File: src/fhrp_pkg.sv
package fhrp_pkg;

  localparam int unsigned DATA_W = 8;

  // register select codes
  localparam logic [1:0] SEL_STATUS_CMD = 2'h0;
  localparam logic [1:0] SEL_TRACK      = 2'h1;
  localparam logic [1:0] SEL_SECTOR     = 2'h2;
  localparam logic [1:0] SEL_DATA       = 2'h3;

  // reset values
  localparam logic [7:0] CMD_RESET_VAL    = 8'h03;
  localparam logic [7:0] SECTOR_RESET_VAL = 8'h01;
  localparam logic [7:0] TRACK_RESET_VAL  = 8'h00;
  localparam logic [7:0] BYTE_RESET_VAL   = 8'h00;

  // status field positions
  localparam int unsigned ST_BUSY      = 0;
  localparam int unsigned ST_REQ       = 1;
  localparam int unsigned ST_FLAGS_LO  = 2;
  localparam int unsigned ST_FLAGS_HI  = 6;
  localparam int unsigned ST_NOT_READY = 7;

  // pin sample vector layout
  localparam int unsigned PIN_W      = 14;
  localparam int unsigned PIN_HRST   = 13;
  localparam int unsigned PIN_CS     = 12;
  localparam int unsigned PIN_RE     = 11;
  localparam int unsigned PIN_WE     = 10;
  localparam int unsigned PIN_SEL_HI = 9;
  localparam int unsigned PIN_SEL_LO = 8;
  localparam int unsigned PIN_BUS_HI = 7;
  localparam int unsigned PIN_BUS_LO = 0;
  localparam logic [PIN_W-1:0] PIN_IDLE = 14'h3C00;

  typedef enum logic [1:0] {
    FHRP_IDLE    = 2'b00,
    FHRP_RESTORE = 2'b01,
    FHRP_BUSY    = 2'b11
  } fhrp_state_t;

endpackage : fhrp_pkg

File: src/fhrp_stream_if.sv
`timescale 1ns/1ns
`default_nettype none
interface fhrp_stream_if #(parameter int unsigned W = 8);
  logic         valid;
  logic         ready;
  logic [W-1:0] data;
  modport src (output valid, output data, input ready);
  modport snk (input valid, input data, output ready);
endinterface : fhrp_stream_if
`default_nettype wire

File: src/fhrp_pair_buf.sv
`timescale 1ns/1ns
`default_nettype none
// two-entry buffer: full rate, registered read data, honest full and empty
module fhrp_pair_buf
  import fhrp_pkg::*;
#(
  parameter int unsigned W = 8
) (
  input  wire logic      clk,
  input  wire logic      sys_rst,
  input  wire logic      flush,
  fhrp_stream_if.snk     fill,
  fhrp_stream_if.src     drain
);

  logic [W-1:0] slot_reg [2];
  logic [W-1:0] head_reg;
  logic         wr_ptr_reg;
  logic         rd_ptr_reg;
  logic [1:0]   count_reg;
  logic [1:0]   count_next;
  wire          push = fill.valid & fill.ready;
  wire          pop  = drain.valid & drain.ready;
  wire          rd_ptr_next = pop ? ~rd_ptr_reg : rd_ptr_reg;

  assign fill.ready  = (count_reg != 2'h2);
  assign drain.valid = (count_reg != 2'h0);
  assign drain.data  = head_reg;

  always_comb begin
    count_next = count_reg;
    if (push & ~pop) count_next = count_reg + 2'h1;
    if (pop & ~push) count_next = count_reg - 2'h1;
  end

  always_ff @(posedge clk) begin
    if (push) slot_reg[wr_ptr_reg] <= fill.data;
  end

  // head register follows the oldest entry, bypassing a write into an empty slot
  always_ff @(posedge clk) begin
    if (push && (count_next == 2'h1 || count_reg == 2'h0) && wr_ptr_reg == rd_ptr_next) begin
      head_reg <= fill.data;
    end else begin
      head_reg <= slot_reg[rd_ptr_next];
    end
  end

  always_ff @(posedge clk) begin
    if (sys_rst | flush) begin
      wr_ptr_reg <= 1'b0;
      rd_ptr_reg <= 1'b0;
      count_reg  <= 2'h0;
    end else begin
      wr_ptr_reg <= push ? ~wr_ptr_reg : wr_ptr_reg;
      rd_ptr_reg <= rd_ptr_next;
      count_reg  <= count_next;
    end
  end

endmodule : fhrp_pair_buf
`default_nettype wire

File: src/fhrp_host_port.sv
`timescale 1ns/1ns
`default_nettype none
module fhrp_host_port
  import fhrp_pkg::*;
#(
  parameter bit INVERT_BUS   = 1'b1,
  parameter bit SINGLE_DENS  = 1'b0
) (
  input  wire logic              clk,
  input  wire logic              sys_rst,
  input  wire logic              hard_reset_n,
  input  wire logic              chip_select_n,
  input  wire logic              read_strobe_n,
  input  wire logic              write_strobe_n,
  input  wire logic [1:0]        register_select,
  input  wire logic [DATA_W-1:0] host_bus_in,
  output logic      [DATA_W-1:0] host_bus_out,
  output logic                   host_bus_oe_n,
  output logic                   byte_service_request,
  output logic                   operation_done_irq,
  input  wire logic              density_select_n,
  output logic                   mfm_enable,
  input  wire logic              drive_not_ready,
  input  wire logic [4:0]        core_flags,
  input  wire logic              core_op_write,
  input  wire logic              core_op_done,
  output logic                   cmd_start,
  output logic      [DATA_W-1:0] cmd_code,
  output logic      [DATA_W-1:0] track_value,
  output logic      [DATA_W-1:0] sector_value,
  input  wire logic              disk_rd_valid,
  input  wire logic [DATA_W-1:0] disk_rd_data,
  output logic                   disk_rd_ready,
  output logic                   disk_wr_valid,
  output logic      [DATA_W-1:0] disk_wr_data,
  input  wire logic              disk_wr_ready
);

  ////////////////////////////////////////////////////////////////////////////
  // pin synchronisers: three stages, change taken when stages two and three agree

  logic [PIN_W-1:0] pin_s1_reg;
  logic [PIN_W-1:0] pin_s2_reg;
  logic [PIN_W-1:0] pin_s3_reg;
  logic [PIN_W-1:0] pin_reg;
  logic [PIN_W-1:0] pin_next;
  wire  [PIN_W-1:0] pin_raw = {hard_reset_n, chip_select_n, read_strobe_n, write_strobe_n,
                               register_select, host_bus_in};

  assign pin_next = (~(pin_s2_reg ^ pin_s3_reg) & pin_s3_reg)
                  | ((pin_s2_reg ^ pin_s3_reg) & pin_reg);

  always_ff @(posedge clk) begin
    if (sys_rst) begin
      pin_s1_reg <= PIN_IDLE;
      pin_s2_reg <= PIN_IDLE;
      pin_s3_reg <= PIN_IDLE;
      pin_reg    <= PIN_IDLE;
    end else begin
      pin_s1_reg <= pin_raw;
      pin_s2_reg <= pin_s1_reg;
      pin_s3_reg <= pin_s2_reg;
      pin_reg    <= pin_next;
    end
  end

  ////////////////////////////////////////////////////////////////////////////
  // access decode

  function automatic logic [DATA_W-1:0] bus_map(input logic [DATA_W-1:0] v);
    bus_map = INVERT_BUS ? ~v : v;
  endfunction : bus_map

  function automatic logic sel_is(input logic [1:0] sel, input logic [1:0] code);
    sel_is = (sel == code);
  endfunction : sel_is

  wire              hard_rst  = ~pin_reg[PIN_HRST] | sys_rst;
  wire              selected  = ~pin_reg[PIN_CS];
  wire              rd_act    = selected & ~pin_reg[PIN_RE];
  wire              wr_act    = selected & ~pin_reg[PIN_WE];
  wire [1:0]        sel       = pin_reg[PIN_SEL_HI:PIN_SEL_LO];
  wire [DATA_W-1:0] wr_byte   = bus_map(pin_reg[PIN_BUS_HI:PIN_BUS_LO]);

  logic rd_act_reg;
  logic wr_act_reg;
  logic [1:0] rd_sel_reg;
  wire  wr_go  = wr_act & ~wr_act_reg;
  wire  rd_end = rd_act_reg & ~rd_act;

  wire  wr_cmd    = wr_go & sel_is(sel, SEL_STATUS_CMD);
  wire  wr_track  = wr_go & sel_is(sel, SEL_TRACK);
  wire  wr_sector = wr_go & sel_is(sel, SEL_SECTOR);
  wire  wr_data   = wr_go & sel_is(sel, SEL_DATA);
  wire  rd_status = rd_end & sel_is(rd_sel_reg, SEL_STATUS_CMD);
  wire  rd_data   = rd_end & sel_is(rd_sel_reg, SEL_DATA);

  ////////////////////////////////////////////////////////////////////////////
  // operation state

  fhrp_state_t state_reg;
  fhrp_state_t state_next;
  logic        hard_rst_reg;
  logic        irq_reg;
  logic        busy;

  always_comb begin
    case (state_reg)
      FHRP_IDLE:    state_next = wr_cmd ? FHRP_BUSY : FHRP_IDLE;
      FHRP_RESTORE: state_next = FHRP_BUSY;
      FHRP_BUSY:    state_next = core_op_done ? FHRP_IDLE : FHRP_BUSY;
      default:      state_next = FHRP_IDLE;
    endcase
  end

  assign busy = (state_reg == FHRP_BUSY);

  always_ff @(posedge clk) begin
    if (hard_rst) begin
      state_reg <= FHRP_RESTORE;
    end else begin
      state_reg <= state_next;
    end
  end

  always_ff @(posedge clk) begin
    hard_rst_reg <= hard_rst;
  end

  // restore launched on release, whatever the drive reports
  assign cmd_start = (~hard_rst & hard_rst_reg) | (wr_cmd & ~busy);

  ////////////////////////////////////////////////////////////////////////////
  // registers

  logic [DATA_W-1:0] cmd_reg;
  logic [DATA_W-1:0] track_reg;
  logic [DATA_W-1:0] sector_reg;
  logic [DATA_W-1:0] wbyte_reg;
  logic              wpend_reg;

  always_ff @(posedge clk) begin
    if (hard_rst) begin
      cmd_reg    <= CMD_RESET_VAL;
      sector_reg <= SECTOR_RESET_VAL;
      track_reg  <= TRACK_RESET_VAL;
      wbyte_reg  <= BYTE_RESET_VAL;
      rd_act_reg <= 1'b0;
      wr_act_reg <= 1'b0;
      rd_sel_reg <= SEL_STATUS_CMD;
    end else begin
      rd_act_reg <= rd_act;
      wr_act_reg <= wr_act;
      rd_sel_reg <= sel;
      if (wr_cmd & ~busy) cmd_reg <= wr_byte;
      if (wr_track) track_reg <= wr_byte;
      if (wr_sector) sector_reg <= wr_byte;
      if (wr_data) wbyte_reg <= wr_byte;
    end
  end

  // set wins over clear on the same edge
  always_ff @(posedge clk) begin
    if (hard_rst) begin
      irq_reg   <= 1'b0;
      wpend_reg <= 1'b0;
    end else begin
      irq_reg   <= (busy & core_op_done) | (irq_reg & ~(wr_cmd | rd_status));
      wpend_reg <= wr_data | (wpend_reg & ~disk_wr_ready);
    end
  end

  assign cmd_code      = cmd_reg;
  assign track_value   = track_reg;
  assign sector_value  = sector_reg;
  assign disk_wr_valid = wpend_reg;
  assign disk_wr_data  = wbyte_reg;

  ////////////////////////////////////////////////////////////////////////////
  // read data path through the two-entry buffer

  fhrp_stream_if #(.W(DATA_W)) rd_in ();
  fhrp_stream_if #(.W(DATA_W)) rd_out ();

  assign rd_in.valid   = disk_rd_valid;
  assign rd_in.data    = disk_rd_data;
  assign disk_rd_ready = rd_in.ready;
  assign rd_out.ready  = rd_data;

  fhrp_pair_buf #(.W(DATA_W)) u_rd_buf (
    .clk     (clk),
    .sys_rst (sys_rst),
    .flush   (hard_rst),
    .fill    (rd_in),
    .drain   (rd_out)
  );

  ////////////////////////////////////////////////////////////////////////////
  // status, request and read mux

  wire               svc_req = busy & (core_op_write ? ~wpend_reg : rd_out.valid);
  wire  [DATA_W-1:0] status  = {drive_not_ready & ~hard_rst, core_flags,
                                svc_req, busy};
  logic [DATA_W-1:0] rd_mux;
  logic [DATA_W-1:0] rd_out_reg;

  assign rd_mux = sel_is(sel, SEL_STATUS_CMD) ? status     :
                  sel_is(sel, SEL_TRACK)      ? track_reg  :
                  sel_is(sel, SEL_SECTOR)     ? sector_reg : rd_out.data;

  always_ff @(posedge clk) begin
    if (sys_rst) begin
      rd_out_reg <= BYTE_RESET_VAL;
    end else if (rd_act) begin
      rd_out_reg <= bus_map(rd_mux);
    end
  end

  assign host_bus_out         = rd_out_reg;
  assign host_bus_oe_n        = ~(rd_act & rd_act_reg);
  assign byte_service_request = svc_req;
  assign operation_done_irq   = irq_reg;
  assign mfm_enable           = ~SINGLE_DENS & ~density_select_n;

endmodule : fhrp_host_port
`default_nettype wire

File: config.mk
export PLATFORM = sky130hd
export DESIGN_NAME = fhrp_host_port
export DESIGN_NICKNAME = d
export VERILOG_FILES = /design/src/fhrp_pkg.sv /design/src/fhrp_stream_if.sv /design/src/fhrp_pair_buf.sv /design/src/fhrp_host_port.sv
export SDC_FILE = /design/constraint.sdc
export NUM_CORES = 1
export LEC_CHECK = 0
export CAP_MARGIN = 40
export CELL_PAD_IN_SITES_DETAIL_PLACEMENT = 0
export CELL_PAD_IN_SITES_GLOBAL_PLACEMENT = 1
export CORE_MARGIN = 2
export CORE_UTILIZATION = 52
export DETAILED_ROUTE_END_ITERATION = 7
export DONT_BUFFER_PORTS = 1
export PLACE_DENSITY = 0.89
export SETUP_SLACK_MARGIN = 0.3
export SLEW_MARGIN = 20
export SYNTH_ARGS = -nofsm -noshare
export SYNTH_HDL_FRONTEND = slang
export SYNTH_SLANG_ARGS = --single-unit
export TNS_END_PERCENT = 1
File: constraint.sdc
create_clock -name clk -period 3.36 [get_ports clk]
set_input_delay 1.008 -clock clk [delete_from_list [all_inputs] [get_ports clk]]
set_output_delay 1.008 -clock clk [all_outputs]
set_load 0.01 [all_outputs]
# == After elaboration in Yosys (flattened, before gate mapping) ==
# Memory sizes are Yosys's and may differ from the RTL's.
# Cells that the tools add are included.
# totals
out_inout_bits,47
ff_bits,117
wordCells,105
mem_count,1
input_bits,35
ramBits,16
# memory_table
memory,words,word_bits,rd,rd_clocked_by_memory_dff,write_ports,line,text
u_rd_buf.slot_reg,2,8,1,0,1,fhrp_pair_buf.sv:16,logic [W-1:0] slot_reg [2];
# op_classes
bitwise,52
addsub,2
mux,13
n_eq_ne,9
reduce_logical,8
# op_table
operator,count
8-bit two-way mux,4
14-bit AND,2
1-bit AND,22
1-bit inverter,17
8-bit inverter,2
14-bit inverter,1
14-bit bitwise OR,1
14-bit XOR,1
"2-bit equality test, second input constant",4
2-bit zero test,4
2-bit two-way mux,4
"2-bit by 1-bit equality test with 1-bit output, second input constant",3
1-bit bitwise OR,6
2-bit case mux with 3 select lines,1
1-bit two-way mux,4
"2-bit by 1-bit adder with 2-bit output, second input constant",1
1-bit logical AND,2
"2-bit != test, second input constant",1
2-bit nonzero test,1
"2-bit by 1-bit subtractor with 2-bit output, second input constant",1
1-bit equality test,1
1-bit logical OR,1

# == Depth between registers and ports, before layout ==
# depth
depth_word,15
ltp_mapped,8
depth_no_buf,7

# == Hierarchy ==
# Synthesis repeated with hierarchy kept, for this count alone.
# hier_totals
hier_cells,433
hier_area_um2,4872.2
# modules_own_cells
module,area_per_inst_um2,cells_each,seq_area_each_um2,n_inst
fhrp_host_port,3692.3,359,2102.0,1
fhrp_pair_buf,1179.9,74,720.7,1

# == Worst setup path before layout ==
# Ideal clock, no wire load.
# synth_timing
path_type,input -> output
startpoint,in sys_rst
endpoint,out cmd_start
t_required_ps,2352
arrival_ps,1508
stages,4
path_slack_ps,844
path_buffers,1
cell_sequence,nor2b_1 > clkbuf_1 > nand2_1 > nand2_1
# synth_via
elab_chain_len,4
# synth_lines
item,line,text
"start, declared",fhrp_host_port.sv:10,"input wire logic sys_rst,"
1-bit bitwise OR,fhrp_host_port.sv:78,wire hard_rst = ~pin_reg[PIN_HRST] | sys_rst;
1-bit inverter,fhrp_host_port.sv:131,assign cmd_start = (~hard_rst & hard_rst_reg) | (wr_cmd & ~busy);
1-bit AND,fhrp_host_port.sv:131,
1-bit bitwise OR,fhrp_host_port.sv:131,
"end, declared",fhrp_host_port.sv:27,"output logic cmd_start,"
# No other way between the ends.

# == Final worst setup path ==
# layout_timing
startpoint,reg u_rd_buf.count_reg[0]
endpoint,out byte_service_request
# layout_via
elab_chain_len,3
# layout_lines
item,line,text
"start, declared",fhrp_pair_buf.sv:20,logic [1:0] count_reg;
"start signal, assigned",fhrp_pair_buf.sv:57,count_reg <= count_next;
2-bit nonzero test,fhrp_pair_buf.sv:27,assign drain.valid = (count_reg != 2'h0);
1-bit two-way mux,fhrp_host_port.sv:201,wire svc_req = busy & (core_op_write ? ~wpend_reg : rd_out.valid);
1-bit AND,fhrp_host_port.sv:201,
"end, declared",fhrp_host_port.sv:19,"output logic byte_service_request,"
# No other way between the ends.

==> results by group <==
Power and ir drop
  • Clock Power Share: 45.5%
  • Comb pwr share: 9.6%
  • Sequential group share of total power: 44.9%
  • Power per cell area: 719 nW/um2
  • Leakage power: 1.93 nW
  • NetSw: 961 uW
  • Internal: 3.02 mW
  • Worst ir drop on vdd: 433 uV
  • Sw Ratio: 24.1%

Timing
  • Fmax achieved: 0.336 GHz
  • Final cycle utilization of the critical path: 88.6%
  • RSZ-0062 raised after global routing: yes
  • Final Hold Vio Count: 0
  • Slew HR: 43.5%
  • Minimum clock period: 2.98 ns
  • Final TNS setup: 0 ns
  • Layout Skew: 0.0109 ns
  • Final setup violation count: 0
  • Worst-Margin Slew: 0.844 ns
  • Hold Slack: 0.407 ns
  • Slew Limit Fails: 0

Hold path
  • Hold Path End: pin_s2_reg[13]
  • Min-Delay Path Class: reg -> reg
  • Hold Startpoint: pin_s1_reg[13]
  • Hold Path Depth: 1

Synth
  • Syn avg cell area: 10.8 um2
  • Mapped cell area: 4880 um2
  • Sequential share of the synthesized area: 57.8%
  • Synth Flop Type: dfxtp_1
  • Netlist cell types: 43
  • EDFF count, synth: 16
  • Yosys warns: 0
  • Post-synthesis cell count: 452
  • Synth Net Count: 489
  • Post-synth ARST share: 0%
  • Yosys reg bits: 133

Clocking
  • Hold_buf cts: 0
  • Cts bufs inserted: 17
  • Htree depth: 4
  • Clock sink count: 133
  • CTS max path bufs: 2
  • TritonCTS clock tree: yes
  • CTS resizes: 1
  • Clk pin slew, worst setup/hold paths: 0.06 ns
  • Root buffer cell: clkbuf_8
  • Insertion delay to the later sink of the worst-skew pair: 0.52 ns
  • Post-CTS setup buffers: 0

Die
  • Initial Util: 53.1%
  • Placeable Area: 9200 um2
  • Die span in y: 101 um
  • Io pins: 82
  • Row count: 35
  • Die area: 10,200 um2
  • Die W: 101 um

Placement
  • Placed cells: 542
  • GP Congestion: 0.857
  • Post-DP HPWL: 6.62 mm
  • PortBufs: 0

GRT
  • Vias in the first global route: 3,033
  • Gr usage total: 20.4%
  • Largest net degree at the start of global routing: 66
  • First-pass GRT wire length: 15.7 mm
  • Total global routing overflow: 0
  • Antenna violations before repair: 1

Critical path
  • Slowest CP cell: dfxtp_1
  • WS Path Type: reg -> out
  • CP arrival: 1.97 ns
  • RR Endpoint: u_rd_buf.drain.data[3]
  • Crit end category: output pin
  • CP startpoint kind: flop
  • WP data required: 2.35 ns
  • Crit-path cells: inv_1 -> ha_1 -> nor2b_1 -> a211oi_2
  • Reg2Reg Depth: 7
  • Worst path top cell family by delay: flip-flops
  • Worst R2R Start: u_rd_buf.count_reg[0]
  • Crit path max fanout: 6
  • Worst path bufs/invs: 1
  • R2R setup slack: 1.21 ns
  • Slowest stage delay, CP: 0.44 ns
  • CP Depth: 4

Route
  • Drc violations: 0
  • Vias/cell: 5.60
  • Post-Route WL: 9.92 mm
  • Post-route ant nets: 0
  • Total number of vias: 3,222
  • Initial DRC count: 131
  • DRT Pass-1 Iters: 4
  • Avg WL per Cell: 17.3 um

Cells and area
  • Layout net count: 487
  • Area added between synthesis and finish: 13.4%
  • Layout cells sized above 1: 14.5%
  • Fillcell total: 715
  • Non-filler cells, final: 575

Run
  • Max-capacitance violation count: 0

Status
  • Status: completed
-- kinds of logic after synthesis --
family	share of synthesized area, %
and+or+nand+nor	16.0
DFF	57.8
AOI/OAI and AO/OA	16.8
buffers and inverters	3.33
muxes	3.69
xor gates and xnor gates	1.49
adders and majority gates	0.922
-- power groups by stage --
stage / clock network (mW) / logic (mW) / registers (mW)
floorplan: 0 / 0.313 / 1.79
global placement: 0 / 0.374 / 1.81
detailed placement: 0 / 0.380 / 1.82
CTS: 1.83 / 0.387 / 1.79
global route: 1.92 / 0.426 / 1.80
finish: 1.81 / 0.384 / 1.79
-- synth_stat cells (5+ instances only) --
cell      count  area, um2
a211oi_1     38        285
o21bai_1      5       37.5
dfxtp_1     117       2340
or2_2        13       81.3
o21ai_0      13       65.1
nand2_1      38        143
inv_1         9       33.8
clkbuf_1     12       45.0
buf_2         7       35.0
nor2_1       52        195
o221ai_1     16        140
nor2b_1      33        206
a21oi_1      18       90.1
a32oi_1       8       70.1
mux4_2        8        180
nand2b_1      9       56.3
edfxtp_1     16        480
-- worst reg2reg max path: stages, from the launching register on --
cell and delay, ns:
dfxtp_1 0.44, inv_1 0.13, ha_1 0.34, o21bai_1 0.22
o211a_1 0.17, a41oi_4 0.35, o221ai_1 0.19, a32oi_1 0.23
-- worst max-delay path by stage --
stage	startpoint	to	slack, ns
5_1_grt	u_rd_buf.count_reg[0]	byte_service_request	0.28
6_report	u_rd_buf.count_reg[0]	byte_service_request	0.38
4_1_cts	u_rd_buf.count_reg[0]	byte_service_request	0.35
2_1_floorplan	sys_rst	cmd_start	0.84
3_3_place_gp	core_op_write	byte_service_request	0.74
3_5_place_dp	u_rd_buf.count_reg[0]	byte_service_request	0.70
-- stage by stage --
step                utilization, %  power, mW  setup WS (ns)  instance area (um2)
floorplan                        -       2.10          0.844                 4880
detailed placement            53.6       2.20          0.705                 4930
global route                  60.2       4.14          0.278                 5540
global placement              53.6       2.19          0.735                 4930
CTS                           60.1       4.01          0.353                 5530
finish                        60.2       3.98          0.384                 5540
-- routing by layer --
metal | part of all wire, % | up-vias | global-route usage, %
met3 | 8.9 | 23 | 8.67
met2 | 46 | 103 | 31.5
met4 | 2.8 | 0 | 10.5
met1 | 42 | 1479 | 24.3
met5 | 0 | - | 0
li1 | - | 1617 | -
-- cell type report --
type                    count  area (um2)  share of cell area, %
flip-flops and latches    133        2820                   51.0
diodes                      1        2.50                 0.0452
clock inverters            10         118                   2.12
multi-input cells         283        1910                   34.5
repair buffers              4        30.0                  0.542
well taps                 111         139                   2.51
inverters                  11        41.3                  0.745
clock buffers              22         474                   8.56
-- cell usage in the layout (no fill, tap or decap), types with 2 or more instances in the layout --
cell / instances
clkinv_2: 2
buf_4: 4
dfxtp_1: 117
xnor2_4: 2
o211ai_1: 2
nor2_2: 2
or2_2: 13
clkbuf_8: 3
nor2_1: 52
maj3_1: 2
o21ai_0: 13
clkbuf_1: 2
o21bai_1: 5
nand2_1: 38
o211a_1: 2
inv_1: 9
clkinv_4: 2
a32oi_1: 8
o221ai_1: 16
nand2b_1: 9
clkinvlp_4: 2
nor2b_1: 33
edfxtp_1: 16
a21oi_1: 18
clkbuf_16: 17
a211oi_1: 37
and2_1: 3
mux4_2: 8
nor3_1: 3
bufinv_16: 2
ha_1: 2
xnor2_1: 2
Power figures use the tool's default switching activity.
